<file path="src/hw/ovf_map.svh">
// Command codes, field positions, reset values and timing for the over-voltage fault block
`ifndef OVF_MAP_SVH
`define OVF_MAP_SVH

// Command codes of the three registers
`define OVF_CMD_IOUT_OFS 8'h39
`define OVF_CMD_OV_LIMIT 8'h40
`define OVF_CMD_OV_ACTION 8'h41

// Action byte field positions
`define OVF_RESP_HI 7
`define OVF_RESP_LO 6
`define OVF_RETRY_HI 5
`define OVF_RETRY_LO 3
`define OVF_DELAY_HI 2
`define OVF_DELAY_LO 0

// Response codes
`define OVF_RESP_IGNORE 2'h0
`define OVF_RESP_DELAY 2'h1
`define OVF_RESP_DISABLE 2'h2
`define OVF_RESP_HOLD 2'h3

// Retry codes
`define OVF_RETRY_NONE 3'h0
`define OVF_RETRY_FOREVER 3'h7

// Reset values
`define OVF_RST_IOUT_OFS 16'h0000
`define OVF_RST_OV_LIMIT 16'h7fff
`define OVF_RST_OV_ACTION 8'h80

// Linear current format: exponent in 15:11, signed mantissa in 10:0
`define OVF_LIN_EXP_LO 11
`define OVF_LIN_MANT_HI 10

// Fault delay time unit and clock period in ns; cycles per unit derived from them
`define OVF_UNIT_NS 1000000
`define OVF_CLK_NS 40
`define OVF_UNIT_CYC ((`OVF_UNIT_NS) / (`OVF_CLK_NS))

`endif

</file>
<file path="src/hw/ovf_pkg.sv">
// Types shared by the over-voltage fault block
package ovf_pkg;

    // Response state of the fault handler
    typedef enum logic [2:0] {
        ST_RUN,
        ST_DELAY,
        ST_OFF,
        ST_ATTEMPT,
        ST_LATCH,
        ST_HOLD
    } ovf_state_e;

    // Fault action byte
    typedef struct packed {
        logic [1:0] resp;
        logic [2:0] retries;
        logic [2:0] delay;
    } ovf_action_s;

    // One command from the bus engine
    typedef struct packed {
        logic wr;
        logic rd;
        logic [7:0] code;
        logic [15:0] data;
    } ovf_cmd_s;

    // Number of delay units coded by a three-bit field
    function automatic logic [7:0] ovf_units(input logic [2:0] f);
        return 8'h01 << f;
    endfunction

endpackage

</file>
<file path="src/hw/ovf_regs.sv">
// Command registers of the over-voltage fault block
`include "ovf_map.svh"
`timescale 1ns/100ps
`default_nettype none

module ovf_regs
    import ovf_pkg::*;
(
    input wire logic mclk, // System clock
    input wire logic reset, // Synchronous reset
    input wire ovf_cmd_s cmd, // Command from the bus engine
    output logic [15:0] offset_q, // Current reading offset
    output logic [15:0] limit_q, // Fault threshold
    output ovf_action_s action_q, // Fault action byte
    output logic [15:0] rd_data_q, // Read answer
    output logic rd_valid_q, // Read answer valid pulse
    output logic cmd_err_q // Unsupported command pulse
);

    logic [15:0] offset_d;
    logic [15:0] limit_d;
    ovf_action_s action_d;
    logic [15:0] rd_data_d;
    logic rd_valid_d;
    logic cmd_err_d;
    logic hit;

    // Decode writes and reads
    always_comb begin
        offset_d = offset_q;
        limit_d = limit_q;
        action_d = action_q;
        rd_data_d = 16'h0000;
        rd_valid_d = cmd.rd;
        hit = 1'b1;
        case (cmd.code)
            `OVF_CMD_IOUT_OFS: begin
                if (cmd.wr) begin
                    offset_d = cmd.data;
                end
                rd_data_d = offset_q;
            end
            `OVF_CMD_OV_LIMIT: begin
                if (cmd.wr) begin
                    limit_d = cmd.data;
                end
                rd_data_d = limit_q;
            end
            `OVF_CMD_OV_ACTION: begin
                if (cmd.wr) begin
                    action_d = ovf_action_s'(cmd.data[7:0]);
                end
                rd_data_d = {8'h00, action_q};
            end
            default: begin
                hit = 1'b0;
            end
        endcase
        cmd_err_d = (cmd.wr | cmd.rd) & ~hit;
    end

    // Register the file
    always_ff @(posedge mclk) begin
        if (reset) begin
            offset_q <= `OVF_RST_IOUT_OFS;
            limit_q <= `OVF_RST_OV_LIMIT;
            action_q <= ovf_action_s'(`OVF_RST_OV_ACTION);
            rd_data_q <= 16'h0000;
            rd_valid_q <= 1'b0;
            cmd_err_q <= 1'b0;
        end else begin
            offset_q <= offset_d;
            limit_q <= limit_d;
            action_q <= action_d;
            rd_data_q <= rd_data_d;
            rd_valid_q <= rd_valid_d;
            cmd_err_q <= cmd_err_d;
        end
    end

endmodule

`default_nettype wire

</file>
<file path="src/hw/ovf_timer.sv">
// Delay and retry interval timer counting whole fault delay units
`timescale 1ns/100ps
`default_nettype none

module ovf_timer #(
    parameter int UNIT_CYCLES = 25000
) (
    input wire logic mclk, // System clock
    input wire logic reset, // Synchronous reset
    input wire logic start, // Load and start, restarts if busy
    input wire logic [7:0] units, // Units to count
    output logic busy_q, // Counting
    output logic done_q // Expiry pulse
);

    localparam int PW = $clog2(UNIT_CYCLES + 1);
    localparam logic [PW-1:0] PRE_LAST = PW'(UNIT_CYCLES - 1);
    // The first unit is one cycle short because done is registered, so expiry lands exactly units x unit cycles
    // after start; needs at least two cycles per unit
    localparam logic [PW-1:0] PRE_FIRST = PW'(UNIT_CYCLES - 2);

    logic [PW-1:0] pre_q;
    logic [PW-1:0] pre_d;
    logic [7:0] units_q;
    logic [7:0] units_d;
    logic busy_d;
    logic done_d;

    // Prescale to units, then count units down
    always_comb begin
        pre_d = pre_q;
        units_d = units_q;
        busy_d = busy_q;
        done_d = 1'b0;
        if (start) begin
            pre_d = PRE_FIRST;
            units_d = units;
            busy_d = 1'b1;
        end else if (busy_q) begin
            if (pre_q == '0) begin
                pre_d = PRE_LAST;
                if (units_q == 8'h01) begin
                    busy_d = 1'b0;
                    done_d = 1'b1;
                end else begin
                    units_d = units_q - 8'h01;
                end
            end else begin
                pre_d = pre_q - PW'(1);
            end
        end
    end

    // Timer state
    always_ff @(posedge mclk) begin
        if (reset) begin
            pre_q <= '0;
            units_q <= 8'h00;
            busy_q <= 1'b0;
            done_q <= 1'b0;
        end else begin
            pre_q <= pre_d;
            units_q <= units_d;
            busy_q <= busy_d;
            done_q <= done_d;
        end
    end

endmodule

`default_nettype wire

</file>
<file path="src/hw/ovf_top.sv">
// Output over-voltage fault detection and response with its command registers
`include "ovf_map.svh"
`timescale 1ns/100ps
`default_nettype none

module ovf_top
    import ovf_pkg::*;
#(
    parameter int UNIT_CYCLES = `OVF_UNIT_CYC
) (
    input wire logic mclk, // System clock, 25 MHz
    input wire logic reset, // Synchronous reset, bias power-up
    input wire ovf_cmd_s cmd, // Command from the bus engine
    input wire logic [15:0] vout_meas, // Measured output voltage, exponent -11
    input wire logic [15:0] iout_raw, // Raw current reading, linear format
    input wire logic clear_faults, // Clear-faults command pulse
    input wire logic status_clear, // Individual status bit clear pulse
    input wire logic operation_on, // On command from the operation register
    input wire logic ctrl_pin, // Remote control pin, asynchronous
    output logic [15:0] rd_data_q, // Read answer
    output logic rd_valid_q, // Read answer valid pulse
    output logic cmd_err_q, // Unsupported command pulse
    output logic [15:0] iout_reading_q, // Corrected current reading
    output logic output_enable_q, // Converter output enable
    output logic ov_fault_q, // Latched fault status bit
    output logic restart_q // Restart attempt pulse
);

    logic [15:0] offset_q;
    logic [15:0] limit_q;
    ovf_action_s act;
    logic tmr_start;
    logic [7:0] tmr_units;
    logic tmr_busy;
    logic tmr_done;
    logic ctrl_s1_q;
    logic ctrl_s2_q;
    logic on_prev_q;
    logic on_now;
    logic on_rise;
    logic clr_any;
    logic fault_now;
    ovf_state_e st_q;
    ovf_state_e st_d;
    logic [2:0] tries_q;
    logic [2:0] tries_d;
    logic restart_d;
    logic oe_d;
    logic ov_fault_d;
    logic [15:0] iout_d;
    logic signed [11:0] mant_sum;

    // Command registers
    ovf_regs u_regs (
        .mclk(mclk),
        .reset(reset),
        .cmd(cmd),
        .offset_q(offset_q),
        .limit_q(limit_q),
        .action_q(act),
        .rd_data_q(rd_data_q),
        .rd_valid_q(rd_valid_q),
        .cmd_err_q(cmd_err_q)
    );

    // Delay and retry interval timer
    ovf_timer #(
        .UNIT_CYCLES(UNIT_CYCLES)
    ) u_timer (
        .mclk(mclk),
        .reset(reset),
        .start(tmr_start),
        .units(tmr_units),
        .busy_q(tmr_busy),
        .done_q(tmr_done)
    );

    // Interval length in delay units from the action byte
    assign tmr_units = ovf_units(act.delay);

    // Fault comparison, both sides in the same exponent so a plain unsigned compare
    assign fault_now = vout_meas > limit_q;

    // Combined on command and its off-then-on edge
    assign on_now = ctrl_s2_q & operation_on;
    assign on_rise = on_now & ~on_prev_q;
    assign clr_any = status_clear | clear_faults | on_rise;

    // Status bit: a fault in the clearing cycle keeps it set
    always_comb begin
        ov_fault_d = fault_now | (ov_fault_q & ~clr_any);
    end

    // Current reading offset added to the mantissa with saturation
    always_comb begin
        mant_sum = 12'(signed'(iout_raw[`OVF_LIN_MANT_HI:0])) + 12'(signed'(offset_q[`OVF_LIN_MANT_HI:0]));
        iout_d = {iout_raw[15:`OVF_LIN_EXP_LO], mant_sum[10:0]};
        if (mant_sum > 12'sh3ff) begin
            iout_d[10:0] = 11'h3ff;
        end else if (mant_sum < -12'sh400) begin
            iout_d[10:0] = 11'h400;
        end
    end

    // Fault response sequencer
    always_comb begin
        st_d = st_q;
        tries_d = tries_q;
        tmr_start = 1'b0;
        restart_d = 1'b0;
        case (st_q)
            ST_RUN: begin
                if (fault_now) begin
                    case (act.resp)
                        `OVF_RESP_IGNORE: begin
                            st_d = ST_RUN;
                        end
                        `OVF_RESP_DELAY: begin
                            tmr_start = 1'b1;
                            st_d = ST_DELAY;
                        end
                        `OVF_RESP_DISABLE: begin
                            if (act.retries == `OVF_RETRY_NONE) begin
                                st_d = ST_LATCH;
                            end else begin
                                tmr_start = 1'b1;
                                st_d = ST_OFF;
                            end
                        end
                        default: begin
                            st_d = ST_HOLD;
                        end
                    endcase
                end
            end
            ST_DELAY: begin
                // Output stays on; the fault is judged only at expiry
                if (tmr_done) begin
                    if (!fault_now) begin
                        st_d = ST_RUN;
                    end else if (act.retries == `OVF_RETRY_NONE) begin
                        st_d = ST_LATCH;
                    end else begin
                        tmr_start = 1'b1;
                        st_d = ST_OFF;
                    end
                end
            end
            ST_OFF: begin
                // Next attempt starts one full interval after the previous start
                if (tmr_done) begin
                    tries_d = tries_q + 3'h1;
                    restart_d = 1'b1;
                    tmr_start = 1'b1;
                    st_d = ST_ATTEMPT;
                end
            end
            ST_ATTEMPT: begin
                if (fault_now) begin
                    if (act.retries != `OVF_RETRY_FOREVER && tries_q >= act.retries) begin
                        st_d = ST_LATCH;
                    end else begin
                        if (tmr_done) begin
                            tmr_start = 1'b1;
                        end
                        st_d = ST_OFF;
                    end
                end else if (tmr_done) begin
                    tries_d = 3'h0;
                    st_d = ST_RUN;
                end
            end
            ST_LATCH: begin
                if (clr_any) begin
                    tries_d = 3'h0;
                    st_d = ST_RUN;
                end
            end
            ST_HOLD: begin
                if (!fault_now) begin
                    st_d = ST_RUN;
                end
            end
            default: begin
                st_d = ST_RUN;
            end
        endcase
        // Commanded off ends any response and forgets retries
        if (!on_now) begin
            st_d = ST_RUN;
            tries_d = 3'h0;
            restart_d = 1'b0;
        end
    end

    // Output enable follows the next state
    always_comb begin
        oe_d = on_now && st_d != ST_OFF && st_d != ST_LATCH && st_d != ST_HOLD;
    end

    // Synchroniser for the control pin
    always_ff @(posedge mclk) begin
        if (reset) begin
            ctrl_s1_q <= 1'b0;
            ctrl_s2_q <= 1'b0;
        end else begin
            ctrl_s1_q <= ctrl_pin;
            ctrl_s2_q <= ctrl_s1_q;
        end
    end

    // Sequencer and output registers
    always_ff @(posedge mclk) begin
        if (reset) begin
            st_q <= ST_RUN;
            tries_q <= 3'h0;
            on_prev_q <= 1'b0;
            ov_fault_q <= 1'b0;
            output_enable_q <= 1'b0;
            restart_q <= 1'b0;
            iout_reading_q <= 16'h0000;
        end else begin
            st_q <= st_d;
            tries_q <= tries_d;
            on_prev_q <= on_now;
            ov_fault_q <= ov_fault_d;
            output_enable_q <= oe_d;
            restart_q <= restart_d;
            iout_reading_q <= iout_d;
        end
    end

    // Helper: cycles between restart pulses
    logic [31:0] gap_q;
    logic seen_q;
    always_ff @(posedge mclk) begin
        if (reset) begin
            gap_q <= 32'h0;
            seen_q <= 1'b0;
        end else begin
            gap_q <= restart_q ? 32'h1 : gap_q + 32'h1;
            seen_q <= (restart_q | seen_q) & (st_q != ST_RUN);
        end
    end
endmodule

`default_nettype wire

</file>
<file path="config.mk">
export PLATFORM = sky130hd
export DESIGN_NAME = ovf_top
export DESIGN_NICKNAME = d
export VERILOG_FILES = /design/src/hw/ovf_pkg.sv /design/src/hw/ovf_regs.sv /design/src/hw/ovf_timer.sv /design/src/hw/ovf_top.sv
export VERILOG_INCLUDE_DIRS = /design/src /design/src/hw
export SDC_FILE = /design/constraint.sdc
export NUM_CORES = 1
export LEC_CHECK = 0
export BUFFER_PORTS_ARGS = -buffer_cell sky130_fd_sc_hd__buf_2
export CAP_MARGIN = 25
export CORE_MARGIN = 2
export CORE_UTILIZATION = 45
export CTS_BUF_LIST = sky130_fd_sc_hd__clkbuf_4 sky130_fd_sc_hd__clkbuf_8 sky130_fd_sc_hd__clkbuf_16
export CTS_CLUSTER_DIAMETER = 100
export DETAILED_ROUTE_END_ITERATION = 10
export MAX_ROUTING_LAYER = met4
export PLACE_DENSITY_LB_ADDON = 0.12
export SYNTH_ARGS = -nofsm -noshare
export SYNTH_HDL_FRONTEND = slang
export SYNTH_HIERARCHICAL = 1
export SYNTH_SLANG_ARGS = --single-unit
</file>
<file path="constraint.sdc">
create_clock -name mclk -period 4.3 [get_ports mclk]
set_input_delay 0.86 -clock mclk [delete_from_list [all_inputs] [get_ports mclk]]
set_output_delay 0.86 -clock mclk [all_outputs]
set_load 0.05 [all_outputs]
</file>
==> run summary, run 1 <==
post-cts sizing count: 0
First-pass DRT Iterations: 5
post-synthesis register bit count: 111
fin cells: 949
most frequent cell after synthesis: dfxtp_1
post-route clock period utilization: 81.3%
Synth area leader: dfxtp_1
placer congestion estimate: 0.890
Setup Viol. Count Final: 0
fin nets: 871
Area Growth Syn to Fin: 14.7%
syn_nets: 785
Slew Viols, Final: 0
Async S/R FF share, synth: 0%
Hold-fix buffers, CTS: 0
Clock Skews: 12.7 ps
Buf/Inv on CP: 1
Max Cap Viol: 0
pin count of the biggest net entering global routing: 31
first-pass GRT wire length: 24800 µm
post-synth cell types: 83
ranking of synthesized cells by area: dfxtp_1, ha_1, nor2_1
WL final: 15300 µm
Clock Tree Buf Depth: 2
Fill cells: 1242
Setup crit end kind: register
post-layout util: 52.7%
CP Class: in -> reg
max incr delay on CP: 570 ps
final antenna-violating net count: 0
via count: 5300
port buffer count: 100
multiplexer share of the synthesized area: 3.99%
worst slew pin tran: 761 ps
CORE AREA: 13200 µm²
Synth Area in Adders: 8.18%
worst r2r src: u_regs/limit_q[11]
post-synthesis area per instance: 8.88 µm²
Synth Cell Area: 6060 µm²
Slew HR: 49.1%
placed insts: 932
critical hold path startpoint: ctrl_s1_q
drt first-iter violations: 376
Crit path max-delay family: simple AND/OR/NAND/NOR gates
Synth warnings: 6
arrival time at the worst endpoint: 3780 ps
register area share after synthesis: 36.7%
Detail Placement HPWL: 11200 µm
Residual DRC: 0
commonest cells in the netlist: dfxtp_1, nor2_1, a21oi_1
Clock Tree Root: clkbuf_16
Worst path slowest cell: or4_2
vias in the first global route: 5136
XOR/XNOR Fraction of Synth Area: 2.89%
Simple-Gate Fraction of Synth Area: 24.1%
worst reg-to-reg path cell count: 12
worst skew pair latency: 370 ps
Worst Path Required: 4580 ps
Die ar.: 14400 µm²
setup TNS: 0 ps
hold depth: 1
H-tree levels: 3
Period minus WS final: 3490 ps
critical path fanouts, max: 7
Synth Flop Type: dfxtp_1
n_diodes: 0
cell count after synthesis: 682
Tot GR Track Use: 22.1%
Hold Path Class: reg -> reg
Die Ht: 120 µm
pwr/cell area: 293 nW/µm²
Core Rows: 42
post-DR vias/cell: 5.58
WP depth: 12
final hold viol count: 0
CTS sink count: 111
initial antenna violation count: 0
leakage power: 3.20 nW
fmax: 0.286 GHz
Synth Area in Compound Gates: 19.2%
Critical Path Start: vout_meas[11]
maximum VDD drop: 204 µV
TritonCTS Buffers: 9
EDFF count, synth: 0
fraction of layout cells with a size suffix above 1: 20.2%
status: complete, no violations
Ports: 101
postcts setup bufs: 0
reg2reg end: u_timer/pre_q[13]
post-synth top area share: 36.7%
crit path cell chain: buf_2 -> ha_1 -> nand4_1 -> or3_1 -> a21o_1 -> a31oi_4 -> o21ai_0 -> o21ai_1 -> o21ba_2 -> nand4b_1 -> or4_2 -> a31oi_1
Min-Delay Endpoint: ctrl_s2_q
largest family of logic cells by synthesized area: simple AND/OR/NAND/NOR gates
RSZ-0062 raised after global routing: false
WL/cell: 16.1 µm
die width: 120 µm
Starting Density: 45.9%
total grt overflow: 0
startpoint types: input pin
Worst-path clk slew: 70 ps
Worst R2R Setup Slack: 980 ps
CTS tree: built
-- flip-flops by register name, summed over array words and instances, names as in the netlist, 3 cells and up --
name              count
iout_reading_q       16
tries_q               3
u_timer/units_q       8
u_regs/rd_data_q     16
u_regs/action_q       8
u_regs/limit_q       16
u_timer/pre_q        15
u_regs/offset_q      16
st_q                  3
-- where the power goes --
group          internal (mW)  switching, mW
sequential              1.04        0.00500
combinational         0.0606          0.115
clock                  0.409          0.405
-- layout by cell type, fill, tap and decap left out, types with 3 or more instances in the layout --
master / Yosys / layout
a21oi_2: 4 / 4
nor3b_1: 13 / 13
o31a_1: 3 / 3
or3_1: 6 / 6
buf_4: 1 / 5
nor2_1: 74 / 74
a22oi_1: 10 / 10
nand3_1: 16 / 16
o21ai_1: 10 / 11
a31oi_1: 5 / 5
clkbuf_16: 0 / 9
a21oi_1: 42 / 42
nand4_1: 8 / 8
a211oi_1: 4 / 4
dfxtp_1: 111 / 111
or4_1: 3 / 3
xor2_1: 11 / 11
nand2_1: 34 / 34
nor4_1: 5 / 5
buf_2: 5 / 100
inv_1: 37 / 37
mux2i_1: 23 / 23
and3_1: 30 / 30
nor2b_1: 17 / 17
o31ai_1: 4 / 4
or2_2: 4 / 4
a21o_1: 12 / 12
xnor2_1: 9 / 9
o21bai_1: 3 / 3
ha_1: 38 / 38
o21a_1: 4 / 4
o21ai_0: 15 / 14
nor3_1: 12 / 12
a211o_1: 19 / 19
-- logic make-up after synthesis --
| group | after synthesis |
|---|---|
| DFF | 111 |
| buffers and inverters | 68 |
| xor gates and xnor gates | 20 |
| muxes | 24 |
| AOI/OAI and AO/OA | 163 |
| and+or+nand+nor | 257 |
| adders and majority gates | 39 |
-- stage by stage --
| step | power (mW) | setup slack, ps | hold slack (ps) | instance area, µm² |
|---|---|---|---|---|
| global placement | 1.24 | 534 | 439 | 6650 |
| global route | 2.12 | 648 | 474 | 6950 |
| CTS | 2.06 | 819 | 470 | 6940 |
| floorplan | 1.18 | 879 | 414 | 6060 |
| detailed placement | 1.24 | 439 | 456 | 6650 |
| finish | 2.03 | 806 | 465 | 6950 |
-- final cells by class --
class / count / area (µm²) / share of cell area [%]
Sequential cell: 111 / 2220 / 32.0
Tap cell: 176 / 220 / 3.17
Timing Repair Buffer: 106 / 549 / 7.91
Inverter: 37 / 139 / 2.00
Multi-Input combinational cell: 503 / 3530 / 50.8
Clock buffer: 10 / 233 / 3.35
Clock inverter: 6 / 52.6 / 0.756
-- worst register-to-register path: stages, from the launching register on --
cell	delay (ps)
dfxtp_1	360
inv_1	50
ha_1	310
nand4_1	250
or3_1	430
a21o_1	200
a31oi_4	260
o21ai_0	130
o21ai_1	150
o21ba_2	200
nand4b_1	160
or4_2	570
a31oi_1	160
-- routing by layer --
| metal | up-vias | part of all wire (%) | GRT usage [%] |
|---|---|---|---|
| met5 | - | 0 | - |
| met4 | 0 | 1.9 | 7.87 |
| met3 | 19 | 5.3 | 4.28 |
| met2 | 136 | 47 | 34.9 |
| met1 | 2501 | 46 | 28.3 |
| li1 | 2644 | - | - |
-- how the worst max path moves through the flow --
stage	slack, ps	end
after CTS	820	u_timer/pre_q[13]
after detailed placement	440	u_timer/pre_q[13]
after floorplan	880	u_timer/pre_q[13]
final	810	u_timer/pre_q[13]
after global routing	650	u_timer/pre_q[13]
after global placement	530	u_timer/pre_q[13]
No activity file was read; power rests on OpenSTA's default activity.
==> run 2, diff against run 1 <==
==> constraint.sdc (replaced) <==
create_clock -name mclk -period 3.6 [get_ports mclk]
set_input_delay 0.72 -clock mclk [delete_from_list [all_inputs] [get_ports mclk]]
set_output_delay 0.72 -clock mclk [all_outputs]
set_load 0.05 [all_outputs]
==> run 2 against run 1 <==
Cell count increased by 0.74%; clock power rose by 30%; combinational power up 21%; critical path depth grew 3; wire length grew 0.81%; via count barely moved; cell area is 1.1% higher; core utilization increased by 0.59 points; register-to-register slack worse by 430 ps; clock skew shrank 4.2 ps; non-clock buffer count is 7 higher; critical path type unchanged; highest routed layer unchanged.
==> run summary, run 2 (synthesis results as in run 1) <==
Tot GR Track Use: 22.3% (was 22.1%)
Switch Pwr: 0.645 mW (was 0.525 mW)
final hold viol count: 0 (unchanged)
drt first-iter violations: 327 (was 376)
Max Cap Viol: 0 (unchanged)
Design Power: 2.52 mW (was 2.03 mW)
first-pass GRT wire length: 25400 µm (was 24800 µm)
setup TNS: 0 ps (unchanged)
Die ar.: 14400 µm² (unchanged)
status: complete, no violations (unchanged)
commonest cells after routing, fill and taps aside: dfxtp_1, buf_2, nor2_1 (unchanged)
Clock Tree Buf Depth: 2 (unchanged)
Setup Viol. Count Final: 0 (unchanged)
CORE AREA: 13200 µm² (unchanged)
Setup crit end kind: register (unchanged)
CP most frequent cell: buf_4
startpoint types: input pin (unchanged)
arrival time at the worst endpoint: 3390 ps (was 3780 ps)
crit path cell chain: buf_2 -> ha_1 -> nand4_1 -> buf_4 -> nor2_1 -> a222oi_1 -> buf_4 -> a31oi_4 -> o21ai_0 -> o21ai_1 -> buf_4 -> nor2_1 -> nand4_1 -> or4_1 -> a31oi_1 (was buf_2 -> ha_1 -> nand4_1 -> or3_1 -> a21o_1 -> a31oi_4 -> o21ai_0 -> o21ai_1 -> o21ba_2 -> nand4b_1 -> or4_2 -> a31oi_1)
final antenna-violating net count: 0 (unchanged)
Period minus WS final: 3110 ps
First-pass DRT Iterations: 5 (unchanged)
wl on met1: 7250 µm (was 6980 µm)
Comb power frac: 8.4% (was 8.6%)
Hold-fix buffers, CTS: 0 (unchanged)
placer congestion estimate: 0.881 (was 0.890)
Ports: 101 (unchanged)
die width: 120 µm (unchanged)
CP Class: in -> reg (unchanged)
placed insts: 940 (was 932)
CTS sink count: 111 (unchanged)
Worst Path Required: 3880 ps (was 4580 ps)
Clock Tree Root: clkbuf_16 (unchanged)
worst slew pin tran: 763 ps (was 761 ps)
post-cts sizing count: 0 (unchanged)
sequential power share: 49.5% (was 51.4%)
worst skew pair latency: 350 ps (was 370 ps)
switching portion of total power: 25.6% (was 25.8%)
Core Rows: 42 (unchanged)
Worst path slowest cell: or4_1 (was or4_2)
Slew Viols, Final: 0 (unchanged)
metal3 WL: 622 µm (was 814 µm)
Area Growth Syn to Fin: 16.0% (was 14.7%)
most common cell after layout, fill and taps aside: dfxtp_1 (unchanged)
Multi-input gate area: 3530 µm² (unchanged)
n_diodes: 0 (unchanged)
fraction of layout cells with a size suffix above 1: 20.9% (was 20.2%)
fin cells: 956 (was 949)
fin nets: 878 (was 871)
Hold WS: 461 ps (was 465 ps)
leakage power: 3.25 nW (was 3.20 nW)
via count: 5297 (was 5300)
port buffer count: 100 (unchanged)
vias in the first global route: 5290 (was 5136)
Worst-path clk slew: 80 ps (was 70 ps)
uppermost layer routed: met4 (unchanged)
Slew HR: 49.0% (was 49.1%)
total grt overflow: 0 (unchanged)
DR WL met2: 7270 µm (was 7170 µm)
Clock power frac: 42.0% (was 40.0%)
TritonCTS Buffers: 9 (unchanged)
post-route clock period utilization: 86.5%
postcts setup bufs: 0 (unchanged)
Hold Path Class: reg -> reg (unchanged)
max incr delay on CP: 440 ps (was 570 ps)
CTS tree: built (unchanged)
post-DR vias/cell: 5.54 (was 5.58)
critical path fanouts, max: 20 (was 7)
H-tree levels: 3 (unchanged)
Residual DRC: 0 (unchanged)
pwr/cell area: 359 nW/µm² (was 293 nW/µm²)
Detail Placement HPWL: 11400 µm (was 11200 µm)
WL final: 15400 µm (was 15300 µm)
pin count of the biggest net entering global routing: 34 (was 31)
maximum VDD drop: 220 µV (was 204 µV)
Int Power: 1.88 mW (was 1.51 mW)
RSZ-0062 raised after global routing: false (unchanged)
WL/cell: 16.1 µm (about the same)
Clock Skews: 8.41 ps (was 12.7 ps)
Fill cells: 1237 (was 1242)
fmax: 0.321 GHz
initial antenna violation count: 0 (unchanged)
Die Ht: 120 µm (unchanged)
FF/Latch Area: 2220 µm² (unchanged)
Starting Density: 45.9% (unchanged)
-- run 2: cell types whose count changed in the layout (fill, tap and decap cells not counted) --
cell	before	now
buf_4	5	13
buf_6	1	0
bufinv_16	0	1
clkbuf_4	1	0
clkinvlp_4	2	1
inv_6	2	1
inv_8	1	3
-- run 2: path summary, 6_finish.rpt --
path                         to                from  slack (ps)  cells past startpoint
max reg2reg   u_timer/pre_q[13]  u_regs/limit_q[11]         550                     12
max          u_timer/units_q[7]       vout_meas[10]         490                     15
min                   ctrl_s2_q           ctrl_s1_q         460                      1
min reg2reg           ctrl_s2_q           ctrl_s1_q         460                      1
-- run 2: final cells by class --
type | count | share of cell area, %
Clock buffer | 9 | 3.21
Timing Repair Buffer | 113 | 8.51
Sequential cell | 111 | 31.6
Clock inverter | 7 | 1.26
Tap cell | 176 | 3.14
Multi-Input combinational cell | 503 | 50.3
Inverter | 37 | 1.98
-- run 2: critical path: cells and delay by family --
kind            cells  cell delay, ps
fa+ha+maj           1             320
compound gates      5             810
simple gates        5             850
buf+inv             4             690
-- run 2: through the flow --
| step | setup WS, ps | cell area, µm² | util (%) |
|---|---|---|---|
| 6_report | 486 | 7020 | 53.3 |
| 5_1_grt | 318 | 7020 | 53.3 |
| 4_1_cts | 501 | 7020 | 53.3 |
| 3_5_place_dp | 149 | 6710 | 50.9 |
| 3_3_place_gp | 227 | 6710 | 50.9 |
| 2_1_floorplan | 319 | 6060 | - |
-- run 2: routing by layer --
layer | vias to the layer above | GRT usage [%]
li1 | 2656 | -
met1 | 2484 | 29.5
met2 | 139 | 35.5
met5 | - | -
met3 | 18 | 2.85
met4 | 0 | 7.43
-- run 2: power groups by stage --
stage | Clock (mW) | Combinational, mW | Sequential [mW]
2_1_floorplan | 0 | 0.0885 | 1.32
3_3_place_gp | 0 | 0.209 | 1.28
3_5_place_dp | 0 | 0.212 | 1.28
4_1_cts | 1.08 | 0.213 | 1.25
5_1_grt | 1.14 | 0.231 | 1.25
6_report | 1.06 | 0.213 | 1.25
